--- config.mk ---
export PLATFORM = sky130hd
export DESIGN_NAME = gp_port_io
export DESIGN_NICKNAME = d
export VERILOG_FILES = /design/src/gp_pkg.sv /design/src/gp_pin_sync.sv /design/src/gp_port_io.sv
export VERILOG_INCLUDE_DIRS = /design/src
export SDC_FILE = /design/constraint.sdc
export NUM_CORES = 1
export LEC_CHECK = 0
export ABC_AREA = 1
export BUFFER_PORTS_ARGS = -buffer_cell sky130_fd_sc_hd__clkbuf_2
export CAP_MARGIN = 20
export CORE_MARGIN = 1.5
export CORE_UTILIZATION = 32
export DETAILED_ROUTE_END_ITERATION = 8
export HOLD_SLACK_MARGIN = 0.02
export SLEW_MARGIN = 40
export SYNTH_ARGS = -nofsm -noshare
export SYNTH_HDL_FRONTEND = slang
export SYNTH_SLANG_ARGS = --single-unit
--- constraint.sdc ---
create_clock -name clk -period 1.56 [get_ports clk]
set_input_delay 0.312 -clock clk [delete_from_list [all_inputs] [get_ports clk]]
set_output_delay 0.312 -clock clk [all_outputs]
set_load 0.02 [all_outputs]
--- src/gp_defines.svh ---
// Offsets, reset values and field positions of the general purpose port block
`ifndef GP_DEFINES_SVH
`define GP_DEFINES_SVH

// Special function register addresses
`define GP_ADDR_PORT0 8'h80
`define GP_ADDR_PORT2 8'hA0
`define GP_ADDR_P0_DRIVE 8'hA4
`define GP_ADDR_P1_BYPASS 8'hD5
`define GP_ADDR_P0_ANALOG 8'hF1

// Reset values
`define GP_RST_PORT0 8'hFF
`define GP_RST_PORT2 1'b1
`define GP_RST_P0_DRIVE 8'h00
`define GP_RST_P1_BYPASS 7'h00
`define GP_RST_P0_ANALOG 8'hFF

// Field widths and positions
`define GP_P0_WIDTH 8
`define GP_P1_BYPASS_WIDTH 7
`define GP_P2_BIT 0
`define GP_SYNC_WIDTH 9

`endif

--- src/gp_pkg.sv ---
// Types shared by the general purpose port block
package gp_pkg;

	// Processor-side access to the special function registers
	typedef struct packed {
		logic [7:0] addr;
		logic rd;
		logic rmw;
		logic wr;
		logic [7:0] wdata;
		logic bit_wr;
		logic [2:0] bit_idx;
		logic bit_val;
	} gp_sfr_req_s;

	// Crossbar claims and peripheral drive for port 0
	typedef struct packed {
		logic [7:0] own;
		logic [7:0] out;
		logic [7:0] oe;
	} gp_xbar_s;

	// Whole state of the port block
	typedef struct packed {
		logic [7:0] latch0;
		logic latch2;
		logic [7:0] analog0;
		logic [7:0] drive0;
		logic [6:0] bypass1;
		logic [7:0] rdata;
		logic [7:0] p0_out;
		logic [7:0] p0_oe;
		logic p2_out;
		logic p2_oe;
	} gp_state_s;

endpackage : gp_pkg

--- src/gp_pin_sync.sv ---
// Two-stage synchroniser for the port pin levels
`timescale 1ns/100ps
`default_nettype none
`include "gp_defines.svh"

module gp_pin_sync (
	// Clock and reset
	input wire logic clk,
	input wire logic reset_n,
	input wire logic ce,
	// Asynchronous pins in, synchronised levels out
	input wire logic [`GP_SYNC_WIDTH-1:0] pin_async,
	output var logic [`GP_SYNC_WIDTH-1:0] pin_sync
);
	logic [`GP_SYNC_WIDTH-1:0] meta_reg;

	// First stage feeds only the second one
	always_ff @(posedge clk or negedge reset_n) begin
		if (!reset_n) begin
			meta_reg <= '0;
			pin_sync <= '0;
		end else if (ce) begin
			meta_reg <= pin_async;
			pin_sync <= meta_reg;
		end
	end
endmodule : gp_pin_sync
`default_nettype wire

--- src/gp_port_io.sv ---
// General purpose port I/O: latches, mode registers, pin read and drive
`timescale 1ns/100ps
`default_nettype none
`include "gp_defines.svh"

// Operation
// - Pins not claimed by crossbar or analog use serve as software I/O.
// - Port registers accept both whole-byte and single-bit access.
// - Port writes go to an output latch that holds the driven level.
// - Plain reads return sampled pin levels, even on crossbar-owned pins.
// - Logic, complement, inc, dec and jump ops are read-modify-write.
// - Bit move, clear and set on a port bit are read-modify-write.
// - Read-modify-write reads the latch, not the pins, then writes back.
// - With the routing matrix disabled every port driver stays off.
module gp_port_io (
	// Clock, reset and enable
	input wire logic clk,
	input wire logic reset_n,
	input wire logic ce,
	// Special function register access
	input wire gp_pkg::gp_sfr_req_s sfr,
	output var logic [7:0] sfr_rdata,
	// Crossbar side
	input wire logic routing_matrix_enable,
	input wire gp_pkg::gp_xbar_s xbar,
	output var logic [6:0] port1_bypass,
	// Port 0 pins
	input wire logic [7:0] p0_in,
	output var logic [7:0] p0_out,
	output var logic [7:0] p0_oe,
	// Port 2 pin
	input wire logic p2_in,
	output var logic p2_out,
	output var logic p2_oe
);
	import gp_pkg::*;

	gp_state_s state_reg;
	gp_state_s state_next;
	logic [`GP_SYNC_WIDTH-1:0] pin_sync;
	logic [7:0] p0_level;

	////////////////////////////////////////////////////////////////////////
	// Pin sampling

	// Pins are asynchronous to the core clock
	gp_pin_sync u_sync (
		.clk(clk),
		.reset_n(reset_n),
		.ce(ce),
		.pin_async({p2_in, p0_in}),
		.pin_sync(pin_sync)
	);

	// Analog pins have their receiver off and read low
	assign p0_level = pin_sync[7:0] & state_reg.analog0;

	// Replace one bit of a byte
	function automatic logic [7:0] set_bit(input logic [7:0] v,
		input logic [2:0] idx, input logic b);
		logic [7:0] r;
		r = v;
		r[idx] = b;
		return r;
	endfunction : set_bit

	// Register select
	function automatic logic hit(input logic [7:0] a, input logic [7:0] t);
		return a == t;
	endfunction : hit

	////////////////////////////////////////////////////////////////////////
	// Next state

	// Register writes, reads and pin drive
	always_comb begin
		state_next = state_reg;
		// Byte writes; read-modify-write results arrive here too
		if (sfr.wr) begin
			if (hit(sfr.addr, `GP_ADDR_PORT0)) begin
				state_next.latch0 = sfr.wdata;
			end
			if (hit(sfr.addr, `GP_ADDR_PORT2)) begin
				state_next.latch2 = sfr.wdata[`GP_P2_BIT];
			end
			if (hit(sfr.addr, `GP_ADDR_P0_DRIVE)) begin
				state_next.drive0 = sfr.wdata;
			end
			if (hit(sfr.addr, `GP_ADDR_P1_BYPASS)) begin
				state_next.bypass1 = sfr.wdata[`GP_P1_BYPASS_WIDTH-1:0];
			end
			if (hit(sfr.addr, `GP_ADDR_P0_ANALOG)) begin
				state_next.analog0 = sfr.wdata;
			end
		end
		// Bit ops modify the latch, never the pin level
		if (sfr.bit_wr) begin
			if (hit(sfr.addr, `GP_ADDR_PORT0)) begin
				state_next.latch0 = set_bit(state_reg.latch0, sfr.bit_idx,
					sfr.bit_val);
			end
			if (hit(sfr.addr, `GP_ADDR_PORT2) &&
				sfr.bit_idx == 3'(`GP_P2_BIT)) begin
				state_next.latch2 = sfr.bit_val;
			end
		end
		// Read data: latch for port modify cycles, pins for plain port reads, mode registers as stored
		if (sfr.rd) begin
			state_next.rdata = 8'h00;
			unique case (sfr.addr)
				`GP_ADDR_PORT0: state_next.rdata = sfr.rmw ?
					state_reg.latch0 : p0_level;
				`GP_ADDR_PORT2: state_next.rdata[`GP_P2_BIT] = sfr.rmw ?
					state_reg.latch2 : pin_sync[8];
				`GP_ADDR_P0_DRIVE: state_next.rdata = state_reg.drive0;
				`GP_ADDR_P1_BYPASS: state_next.rdata = {1'b0,
					state_reg.bypass1};
				`GP_ADDR_P0_ANALOG: state_next.rdata = state_reg.analog0;
				default: state_next.rdata = 8'h00;
			endcase
		end
		// Drive: peripheral owns claimed pins, latch drives the rest
		for (int i = 0; i < `GP_P0_WIDTH; i++) begin
			state_next.p0_out[i] = xbar.own[i] ? xbar.out[i] :
				state_next.latch0[i];
			// Open-drain only ever pulls low
			state_next.p0_oe[i] = routing_matrix_enable &&
				state_next.analog0[i] && (xbar.own[i] ? xbar.oe[i] &&
				(state_next.drive0[i] || !xbar.out[i]) :
				(state_next.drive0[i] || !state_next.latch0[i]));
		end
		// Port 2 pin is digital and open-drain
		state_next.p2_out = state_next.latch2;
		state_next.p2_oe = routing_matrix_enable &&
			!state_next.latch2;
	end

	////////////////////////////////////////////////////////////////////////
	// State register

	// Clock enable freezes everything
	always_ff @(posedge clk or negedge reset_n) begin
		if (!reset_n) begin
			state_reg <= '0;
			state_reg.latch0 <= `GP_RST_PORT0;
			state_reg.latch2 <= `GP_RST_PORT2;
			state_reg.analog0 <= `GP_RST_P0_ANALOG;
			state_reg.drive0 <= `GP_RST_P0_DRIVE;
			state_reg.bypass1 <= `GP_RST_P1_BYPASS;
		end else if (ce) begin
			state_reg <= state_next;
		end
	end

	// Outputs straight from the state flops
	assign sfr_rdata = state_reg.rdata;
	assign port1_bypass = state_reg.bypass1;
	assign p0_out = state_reg.p0_out;
	assign p0_oe = state_reg.p0_oe;
	assign p2_out = state_reg.p2_out;
	assign p2_oe = state_reg.p2_oe;
endmodule : gp_port_io
`default_nettype wire

# Word level (Yosys, flattened, before mapping)
# Index checks and enable logic that the tools add are counted.
totals:
  latchBits: 0
  in_bits: 61
  rom_bits: 0
  ramBits: 0
  ff_bits: 76
  wordCells: 115
  output_inout_bits: 33
  mem_count: 0
op_classes:
  n_reduce_logical: 63
  n_eq_ne: 5
  add_sub_neg: 0
  shift: 0
  magnitude_cmp: 2
  n_div: 0
  bitwise: 1
  multipliers: 0
  muxes: 32
ops:
  columns: ["cell", "count"]
  rows:
  - ["8-bit equality test, second input constant", 5]
  - ["8-bit 2-to-1 mux", 5]
  - ["32-bit 2-to-1 mux", 1]
  - ["7-bit one-hot mux with 4 select lines", 1]
  - ["1-bit logical AND", 27]
  - ["1-bit 2-to-1 mux", 20]
  - ["1-bit logical NOT", 17]
  - ["1-bit logical OR", 16]
  - ["9-bit 2-to-1 mux", 1]
  - ["8-bit bitwise AND", 1]
  - ["8-bit bitwise mux", 1]
  - ["7-bit 2-to-1 mux", 1]
  - ["1-bit one-hot mux with 5 select lines", 1]
  - ["3-bit by 4-bit < comparator with 1-bit output, second input constant", 1]
  - ["1-bit demux with 3-bit select", 1]
  - ["3-bit by 1-bit greater-or-equal comparator with 1-bit output, second input constant", 1]
  - ["3-bit logical NOT", 1]
  - ["3-bit AND reduction", 1]
  - ["2-bit AND reduction", 1]

# Logic depth before layout (Yosys ltp)
# Gate-level depths: netlist of run 1.
logic_depth:
  depth_word: 11
  ltp_mapped: 13
  mapped_depth_nobuf: 12

# By module
# A second synthesis of run 1 with hierarchy kept.
unflattened:
  hier_cells: 642
  area_unflattened_um2: 4595.7
modules_own_cells:
  columns: ["mod", "n_inst", "cells_each", "seq_area_each_um2", "area_per_inst_um2"]
  rows:
  - ["gp_port_io", 1, 566, 1472.7, 3885.0]
  - ["gp_pin_sync", 1, 76, 450.4, 710.7]

# Worst setup path before layout of run 1
# OpenSTA, ideal clock, no wires.
synth_path:
  path_type: "input to register"
  start: "input port sfr[19] (netlist bit)"
  end: "register state_reg (netlist bit p0_oe[0])"
  path_buffers: 1
  required_time_ns: 1.444
  setup_time_ns: 0.116
  t_arrival_ns: 1.263
  path_slack_ns: 0.181
  cell_stages: 11
  cell_sequence: "nor2_1 -> nand2_1 -> nor2_4 -> buf_6 -> nand3_1 -> nand3_1 -> nand3_1 -> nand2_1 -> nand2_1 -> nand2_1 -> nand2_1"
synth_via:
  elab_chain_cells: 9
  word_cells_on_any_way: 16
  classes_between: "eq/ne: 3; mux: 7; reduce/logical: 6"
synth_rtl:
  columns: ["element", "line_no", "rtl"]
  rows:
  - ["start, declared", "gp_port_io.sv:21", "input wire gp_pkg::gp_sfr_req_s sfr,"]
  - ["8-bit equality test", "gp_port_io.sv:69", "return a == t;"]
  - ["8-bit 2-to-1 mux", "gp_port_io.sv:80", "if (hit(sfr.addr, `GP_ADDR_PORT0)) begin"]
  - ["32-bit 2-to-1 mux", "gp_port_io.sv:79", "if (sfr.wr) begin"]
  - ["8-bit 2-to-1 mux", "gp_port_io.sv:98", "if (hit(sfr.addr, `GP_ADDR_PORT0)) begin"]
  - ["9-bit 2-to-1 mux", "gp_port_io.sv:97", "if (sfr.bit_wr) begin"]
  - ["1-bit logical NOT", "gp_port_io.sv:130", "(state_next.drive0[i] || !state_next.latch0[i]));"]
  - ["1-bit logical OR", "gp_port_io.sv:130", null]
  - ["1-bit 2-to-1 mux", "gp_port_io.sv:128", "state_next.analog0[i] && (xbar.own[i] ? xbar.oe[i] &&"]
  - ["1-bit logical AND (*)", "gp_port_io.sv:128", null]
  - ["end signal, assigned", "gp_port_io.sv:151", "state_reg <= state_next;"]
  - ["end, declared", "gp_port_io.sv:38", "gp_state_s state_reg;"]
# Mark *: on every way between the ends. The rest lies on a longest branch, timed or not.
# A chain may end at the register's enable or synchronous reset.

# Final worst setup path of run 1
layout_path:
  start: "register state_reg[57] (netlist bit)"
  end: "register state_reg (netlist bit p0_oe[7])"
layout_via:
  elab_chain_cells: 8
  word_cells_on_any_way: 9
  classes_between: "mux: 6; reduce/logical: 3"
layout_rtl:
  columns: ["element", "line_no"]
  rows:
  - ["8-bit 2-to-1 mux", "gp_port_io.sv:80"]
  - ["32-bit 2-to-1 mux", "gp_port_io.sv:79"]
  - ["8-bit 2-to-1 mux", "gp_port_io.sv:98"]
  - ["9-bit 2-to-1 mux (*)", "gp_port_io.sv:97"]
  - ["1-bit logical NOT (*)", "gp_port_io.sv:130"]
  - ["1-bit logical OR (*)", "gp_port_io.sv:130"]
  - ["1-bit 2-to-1 mux (*)", "gp_port_io.sv:128"]
  - ["1-bit logical AND (*)", "gp_port_io.sv:128"]
# Marks and branches as above.

==> reports/results.txt, run 1 <==
The endpoint with the worst hold slack is u_sync.meta_reg[6]. Post-route minimum period: 1.363 ns. For this block, the routed nets add up to 12.58 mm of wire.

Root buffer selected by CTS: sky130_fd_sc_hd__clkbuf_16. Count of pins on the block boundary: 94. Family with the most delay on the worst path: simple AND/OR/NAND/NOR gates.

The nature of the critical path endpoint is a flip-flop. TritonCTS built the clock tree. The run gives 4210 as the vias after detailed routing. The initial antenna violation count is 0, and the first-pass detailed-route iteration total is 5.

The number of setup buffers added after CTS is 0. The register with the most flip-flops in the layout has 25 of them. From left edge to right edge, the die measures 122.0 um. The element type at the critical path start is a flip-flop.

The number of port buffers works out to 93. For this run, the number of standard cells in the final layout without fillers is 898. Via count of the first global-routing pass: 4049.

Setup violations remaining at the end of the flow were counted as 0. The kind of critical path is reg2reg. In the routed design, unresolved DRC markers number 0.

The number of placed cells counting well taps is 881. The final setup skew was 0.005595 ns; the synthesized netlist cell count was 630. The share of final-layout standard cells stronger than drive strength 1 is 0.2577, and the full die area is 14870 um^2.

Entering global routing, the biggest net connects 77 pins. Clock edge transition at the registers on the reported setup and hold paths: 0.06 ns. The post-synthesis to final-layout area growth was 20.25%. The max-capacitance violation count came out at 0. The average wire per standard cell is 14.01 um.

For the total overflow reported by the global router, the log shows 0. The logs give 13830 um^2 for the core area and 0 for the count of endpoints failing hold in the final timing report. The worst hold path belongs to the class in2reg. The first global-routing pass estimated 20.71 mm of wire. Walking the worst path, the cells encountered are inv_1 -> nand2_1 -> nand2_1 -> nand2_1 -> nand2_1 -> nand2_1 -> nand3_1 -> nand2_1 -> nand2_1 -> nand2_1 -> nand2_1. The run finished with clean final reports.

The fill cell total of the finished layout was 1456; the ratio of final minimum period to clock period was 0.8734. For this block, the initial DRC count from the detailed router was 315. At the end of routability-driven placement, the weighted congestion stood at 0.8698. For the sequential share of the synthesized area, the log shows 0.4247. Synthesis produced a netlist with a net count of 691.

The total buffers and inverters traversed by the critical path was 1. The tools report the number of nets still failing antenna checks after routing as 0. The average instance area after synthesis came out at 7.187 um^2.

In the final design database the tool counted 774 nets. In this run, CTS created clock tree buffers numbering 9. Tightest slew margin relative to the limit: 0.7165.

Across all register-to-register paths, the minimum setup slack is 0.20 ns. The source of the worst register-to-register timing path is state_reg[57]. The site row count was 43; the post-synthesis register bit count was 76.

In this run the deepest clock path goes through 2 buffers. Average vias per placed instance: 4.688. Capture instance of the worst register-to-register path: p0_oe[7].

The worst hold path was traced through 3 stages. Setup repair after global routing left no endpoint under its margin. By instance count, the cell type seen most on the critical path is sky130_fd_sc_hd__nand2_1.

At the pin with the least slew margin, the transition time is 0.4253 ns. The arrival time at the worst endpoint was 1.59 ns; the length in cells of the worst reg-to-reg path was 11. The effective utilization at floorplan is 0.3275, and the maximum operating frequency is 0.7339 GHz.

For the worst-skew pair, the clock arrives at the later sink with an insertion delay of 0.34 ns. The maximum fanout count along the critical path works out to 3. After synthesis the cells add up to 4528 um^2. The tools report the source of the worst hold timing path as p0_in[6]. The run gives 3 as the maximum level of the CTS H-tree.

For this run, the number of Yosys warnings is 0. For this design the ratio of total power to cell area is 1013 nW/um^2. The run gives 9.714 mm as the post-detailed-placement half-perimeter wirelength. The stage delay of the slowest cell on the critical path was 0.56 ns.

The final-layout worst hold slack is 0.1653 ns. For the number of distinct standard cells referenced by the synthesized netlist, the log shows 33. CTS saw 76 sinks. The global-route total usage across every layer was 0.1818; the number of pins with negative max-slew slack in the final report was 0. From bottom edge to top edge, the die measures 122.0 um. The analysis attributes to cell leakage a power of 2.892 nW. The required time at the worst-slack endpoint was 1.79 ns; the maximum resistive drop on vdd was 0.5018 mV. 0 antenna diodes ended up in the layout.

Master of the slowest instance on the critical path: sky130_fd_sc_hd__dfstp_2.
area by class of cell:
class / instances / area [um^2] / area share
tap: 180 / 225.2 / 0.04136
clock buffer: 11 / 232.7 / 0.04274
timing repair buffer: 125 / 760.7 / 0.1397
inverter: 66 / 255.2 / 0.04688
multi-input combinational: 435 / 1994 / 0.3663
clock inverter: 5 / 53.80 / 0.009881
sequential: 76 / 1923 / 0.3532
worst register-to-register path: stages, from the launching register on:
cell and delay, ns:
sky130_fd_sc_hd__dfstp_2 0.56, sky130_fd_sc_hd__inv_1 0.07, sky130_fd_sc_hd__nand2_1 0.06, sky130_fd_sc_hd__nand2_1 0.05
sky130_fd_sc_hd__nand2_1 0.06, sky130_fd_sc_hd__nand2_1 0.04, sky130_fd_sc_hd__nand2_1 0.08, sky130_fd_sc_hd__nand3_1 0.11
sky130_fd_sc_hd__nand2_1 0.07, sky130_fd_sc_hd__nand2_1 0.05, sky130_fd_sc_hd__nand2_1 0.06, sky130_fd_sc_hd__nand2_1 0.05
cells in the mapped netlist:
| cell type | count | area share |
|---|---|---|
| sky130_fd_sc_hd__a21oi_1 | 3 | 0.0033 |
| sky130_fd_sc_hd__a21oi_2 | 2 | 0.0039 |
| sky130_fd_sc_hd__a31oi_1 | 9 | 0.012 |
| sky130_fd_sc_hd__a41oi_1 | 6 | 0.012 |
| sky130_fd_sc_hd__and3_1 | 1 | 0.0014 |
| sky130_fd_sc_hd__buf_2 | 3 | 0.0033 |
| sky130_fd_sc_hd__buf_4 | 32 | 0.053 |
| sky130_fd_sc_hd__buf_6 | 5 | 0.012 |
| sky130_fd_sc_hd__clkbuf_1 | 13 | 0.011 |
| sky130_fd_sc_hd__clkinv_1 | 2 | 0.0017 |
| sky130_fd_sc_hd__dfrtp_1 | 59 | 0.33 |
| sky130_fd_sc_hd__dfstp_2 | 17 | 0.099 |
| sky130_fd_sc_hd__inv_1 | 60 | 0.050 |
| sky130_fd_sc_hd__inv_2 | 2 | 0.0017 |
| sky130_fd_sc_hd__inv_4 | 1 | 0.0014 |
| sky130_fd_sc_hd__inv_6 | 1 | 0.0019 |
| sky130_fd_sc_hd__nand2_1 | 233 | 0.19 |
| sky130_fd_sc_hd__nand2_2 | 2 | 0.0028 |
| sky130_fd_sc_hd__nand2_4 | 2 | 0.0050 |
| sky130_fd_sc_hd__nand3_1 | 58 | 0.064 |
| sky130_fd_sc_hd__nand3_2 | 1 | 0.0022 |
| sky130_fd_sc_hd__nand4_1 | 6 | 0.0083 |
| sky130_fd_sc_hd__nor2_1 | 32 | 0.027 |
| sky130_fd_sc_hd__nor2_2 | 2 | 0.0028 |
| sky130_fd_sc_hd__nor2_4 | 2 | 0.0050 |
| sky130_fd_sc_hd__nor2_8 | 1 | 0.0044 |
| sky130_fd_sc_hd__nor3_1 | 4 | 0.0044 |
| sky130_fd_sc_hd__nor3_2 | 1 | 0.0022 |
| sky130_fd_sc_hd__o211ai_1 | 4 | 0.0066 |
| sky130_fd_sc_hd__o21ai_0 | 53 | 0.059 |
| sky130_fd_sc_hd__o21ai_1 | 2 | 0.0022 |
| sky130_fd_sc_hd__o21ai_2 | 6 | 0.012 |
| sky130_fd_sc_hd__or2_2 | 5 | 0.0069 |
power breakdown:
part / leakage (nW) / switching (mW) / internal (mW) / total [mW]
Combinational: 1.82 / 0.683 / 0.390 / 1.07
Sequential: 0.933 / 0.147 / 2.24 / 2.38
Clock: 0.143 / 0.826 / 1.23 / 2.06
cell usage in the layout, fill, tap and decap left out, types with 4 or more instances in the layout:
cell type                   count
sky130_fd_sc_hd__a31oi_1        9
sky130_fd_sc_hd__a41oi_1        6
sky130_fd_sc_hd__buf_12         4
sky130_fd_sc_hd__buf_4         28
sky130_fd_sc_hd__clkbuf_16      9
sky130_fd_sc_hd__clkbuf_2      92
sky130_fd_sc_hd__dfrtp_1       59
sky130_fd_sc_hd__dfstp_2       17
sky130_fd_sc_hd__inv_1         60
sky130_fd_sc_hd__nand2_1      232
sky130_fd_sc_hd__nand3_1       58
sky130_fd_sc_hd__nand4_1        6
sky130_fd_sc_hd__nor2_1        31
sky130_fd_sc_hd__nor3_1         4
sky130_fd_sc_hd__o211ai_1       4
sky130_fd_sc_hd__o21ai_0       52
sky130_fd_sc_hd__o21ai_2        6
sky130_fd_sc_hd__or2_2          5
routing by layer:
| metal | vias up | share of wire | GRT usage |
|---|---|---|---|
| li1 | 2155 | - | - |
| met1 | 1921 | 0.47 | 0.2449 |
| met2 | 112 | 0.46 | 0.2893 |
| met3 | 22 | 0.051 | 0.03745 |
| met4 | 0 | 0.023 | 0.06471 |
| met5 | - | 0 | 0 |
through the flow:
step                TNS [ns]  setup WS [ns]  utilization  area (um^2)  total power [mW]
floorplan                  0         0.1807            -         4528             3.112
global placement      -1.971        -0.2629       0.3720         5144             3.479
detailed placement    -2.351        -0.2722       0.3720         5144             3.488
CTS                        0        0.07828       0.3934         5440             5.547
global route               0        0.01630       0.3938         5445             5.813
finish                     0         0.1974       0.3938         5445             5.517
worst max path at each step:
stage | to | cells after the start | from | slack (ns)
final | p0_oe[7] | 11 | state_reg[57] | 0.20
after global routing | p0_oe[2] | 12 | sfr[19] | 0.02
after CTS | p2_out | 8 | sfr[19] | 0.08
after detailed placement | p2_out | 8 | sfr[19] | -0.27
after global placement | p2_out | 8 | sfr[19] | -0.26
after floorplan | p0_oe[0] | 11 | sfr[19] | 0.18
repair_timing:
item	in CTS	in global routing
setup endpoints to repair	0	9
hold buffers	1	0
endpoints found under the hold margin	46	0
resized for setup	0	3
kinds of logic (layout without fill, tap and decap cells):
logic type,Yosys count,after routing,share of synthesized area
AO/OA/AOI/OAI,85,85,0.1102
AND/OR/NAND/NOR,350,350,0.3291
buffers and inverters,119,207,0.1360
flip-flops,76,76,0.4247
Note: power is estimated with default switching activity, not from simulation.
==> inputs of run 2 (changes only) <==
--- a/config.mk
+++ b/config.mk
@@ -15,2 +15,4 @@
 export HOLD_SLACK_MARGIN = 0.02
+export MAX_ROUTING_LAYER = met4
+export REMOVE_ABC_BUFFERS = 1
 export SLEW_MARGIN = 40
==> constraint.sdc (replaced) <==
create_clock -name clk -period 1.56 [get_ports clk]
set_input_delay 0.078 -clock clk [delete_from_list [all_inputs] [get_ports clk]]
set_output_delay 0.078 -clock clk [all_outputs]
set_load 0.02 [all_outputs]
==> run 2 against run 1 <==
  * Setup slack gained 0.045 ns
  * Sequential power is essentially flat
  * Total power is 0.27% higher
  * Critical endpoint is now p0_oe[1]
  * Largest power group unchanged
==> reports/results.txt, run 2 (same netlist as run 1, synthesis figures left out) <==
Counting instances, the worst hold path has a depth of 3. The vias after detailed routing is 4198, and the core area is 13830 um^2. In the routed layout, each cell is associated on average with a via count of 4.691.

For this run, the top clock speed supported by timing is 0.7587 GHz. The number of standard cells in the layout, taps in and fillers out was 895; the number of port buffers was 93. The first routing iteration left 234 violations. The ratio of final minimum period to clock period is 0.8449, and the number of pins with negative max-slew slack in the final report is 0. The filler cells instantiated in the layout total 1441. The worst setup path is of the reg2reg kind. Source of the worst register-to-register timing path: state_reg[51].

For the pin with the worst max-slew slack, the measured transition is 0.5321 ns. For the utilization after layout, the log shows 0.3934. Along the worst path, the maximum fanout reaches 4.

STA classifies the critical path startpoint as a flip-flop. The TritonCTS buffer count came out at 9. End of the critical path: p0_oe[1]. In this run the count of I/O pins placed on the die edge is 94. Walking the worst path, the cells encountered are inv_1 -> nand2_1 -> nand2_1 -> nand2_1 -> nand2_1 -> nand2_1 -> nand3_1 -> nand2_1 -> nand2_1 -> nand2_1 -> nand2_1. The via count of the first global-routing pass was 4007; the first-pass GRT wire length was 20.80 mm. The final weighted congestion in routability-driven placement came out at 0.8076.

For the post-detailed-placement half-perimeter wirelength, the log shows 8.921 mm. The logic depth of the worst setup path including buffers came out at 11. The run gives 0 as the number of nets still failing antenna checks after routing. The tightest slew margin relative to the limit was 0.6449. Setup repair after global routing left no endpoint under its margin. The leakage power figure was 2.866 nW. Cell repeated most along the worst path: sky130_fd_sc_hd__nand2_1. For the worst flop-to-flop path, the logic depth is 11.

For the final setup skew, the log shows 0.005541 ns. Relative to the synthesized area, the layout overhead comes to 20.14%. Commonest non-fill, non-tap cell in the layout: sky130_fd_sc_hd__nand2_1. After detailed routing, the number of remaining DRC violations is 0. The number of antenna diodes in the final layout is 0.

The maximum clock insertion buffer count is 2. The average wire per standard cell was 14.17 um. Setup violations remaining at the end of the flow were counted as 0. Setup TNS after final layout: 0 ns. Capture instance of the worst register-to-register path: p0_oe[1].

TritonCTS built the clock tree. The number of placed instances, taps included, is 866. The number of gates resized after CTS was 0. Path type of the worst min-delay path: in2reg.

For the global-route total usage across every layer, the log shows 0.1899. The library cells used most frequently in the layout, excluding fill and tap cells, are 233 x sky130_fd_sc_hd__nand2_1, 92 x sky130_fd_sc_hd__clkbuf_2, 60 x sky130_fd_sc_hd__inv_1, 59 x sky130_fd_sc_hd__dfrtp_1, 58 x sky130_fd_sc_hd__nand3_1. The worst path in the final design needs a cycle of 1.318 ns, including I/O delays and setup. Data arrives at the worst endpoint at 1.55 ns. The largest single stage delay on the critical path is 0.53 ns. The run finished with clean final reports. The total buffers and inverters traversed by the critical path works out to 1. Grouping stages by cell kind, the critical path spends the most delay in simple AND/OR/NAND/NOR gates.

CTS built an H-tree with a depth of 3. The floorplan step set the die width to 122.0 um. Total overflow reported by the global router: 0. The effective utilization at floorplan was 0.3275. The largest individual stage delay along the critical path comes from the cell sky130_fd_sc_hd__dfstp_2.

In this run the clock root is driven by a sky130_fd_sc_hd__clkbuf_16. The die covers 14870 um^2. In this run the register-to-register setup slack is 0.24 ns. The design draws 5.532 mW. Clock-pin slew was measured on the worst setup and hold paths at 0.06 ns. The share of final-layout standard cells stronger than drive strength 1 works out to 0.2364. The initial antenna violation count was 0. Entering global routing, the biggest net connects 77 pins. The power density over the cells was 1017 nW/um^2; the required time at the worst-slack endpoint was 1.79 ns. The count of endpoints failing hold in the final timing report came out at 0. The final layout contains routed wiring with a total length of 12.68 mm. The maximum resistive drop on vdd came out at 0.4835 mV. The first detailed-routing pass ran for 5 iterations.

The y dimension of the die is 122.0 um, and the number of flip-flops under the largest register name is 25. Counting every sink on the clock net gives 76. Critical path launch point: state_reg[51]. Across the run, the number of max-cap violations was 0.

Clock latency on the worst-skew pair, taken at its later pin, is 0.34 ns. For this run, the post-layout net count is 771. In this run the core area contains 43 standard-cell rows. The nature of the critical path endpoint is a flip-flop.
-- run 2: cell count changes in the layout (fill, tap and decap cells not counted), sizes merged --
cell	change
dlygate4sd3	+12
clkinvlp	+1
clkbuf	+1
clkinv	-2
buf	-15
-- run 2: tightest hold or removal path: stages --
cell and delay [ns]:
sky130_fd_sc_hd__clkbuf_2 0.09, sky130_fd_sc_hd__nand2_1 0.09, sky130_fd_sc_hd__a31oi_1 0.08
-- run 2: metal layers --
metal,share of wire,track usage,vias to the layer above
met1,0.50,0.2621,1936
met3,0.057,0.04541,11
met4,0.012,0.04338,0
met2,0.43,0.2820,103
met5,0,-,-
li1,-,-,2148
-- run 2: how the worst min path moves through the flow --
stage                         from            endpoint
after floorplan            reset_n            p0_oe[0]
after global placement     reset_n  u_sync.meta_reg[5]
after detailed placement   reset_n  u_sync.meta_reg[5]
after CTS                 xbar[16]           p0_out[0]
after global routing      xbar[16]           p0_out[0]
final                     xbar[23]           p0_out[7]
-- run 2: what timing repair did --
action	CTS	global route
setup buffers	0	0
hold buffers	13	0
hold endpoints to repair	71	0
-- run 2: final cells by class --
type | instances | area (um^2) | share of cell area
Timing Repair Buffer | 122 | 743.2 | 0.1366
Inverter | 66 | 255.2 | 0.04692
Clock buffer | 12 | 256.5 | 0.04715
Tap cell | 180 | 225.2 | 0.04140
Multi-Input combinational cell | 435 | 1989 | 0.3657
Clock inverter | 4 | 47.55 | 0.008740
Sequential cell | 76 | 1923 | 0.3535
-- run 2: per-stage QoR --
step | hold WS (ns) | instance area, um^2 | setup slack, ns
2_1_floorplan | -0.2176 | 4168 | 0.3256
3_3_place_gp | 0.1342 | 5006 | 0.1308
3_5_place_dp | 0.1399 | 5006 | 0.08714
4_1_cts | 0.03240 | 5440 | 0.2315
5_1_grt | 0.07005 | 5440 | 0.08196
6_report | 0.03845 | 5440 | 0.2420
-- run 2: report_power, final --
group / internal (mW) / leakage (nW) / switching [mW]
Sequential: 2.24 / 0.933 / 0.134
Combinational: 0.376 / 1.79 / 0.640
Clock: 1.32 / 0.149 / 0.824
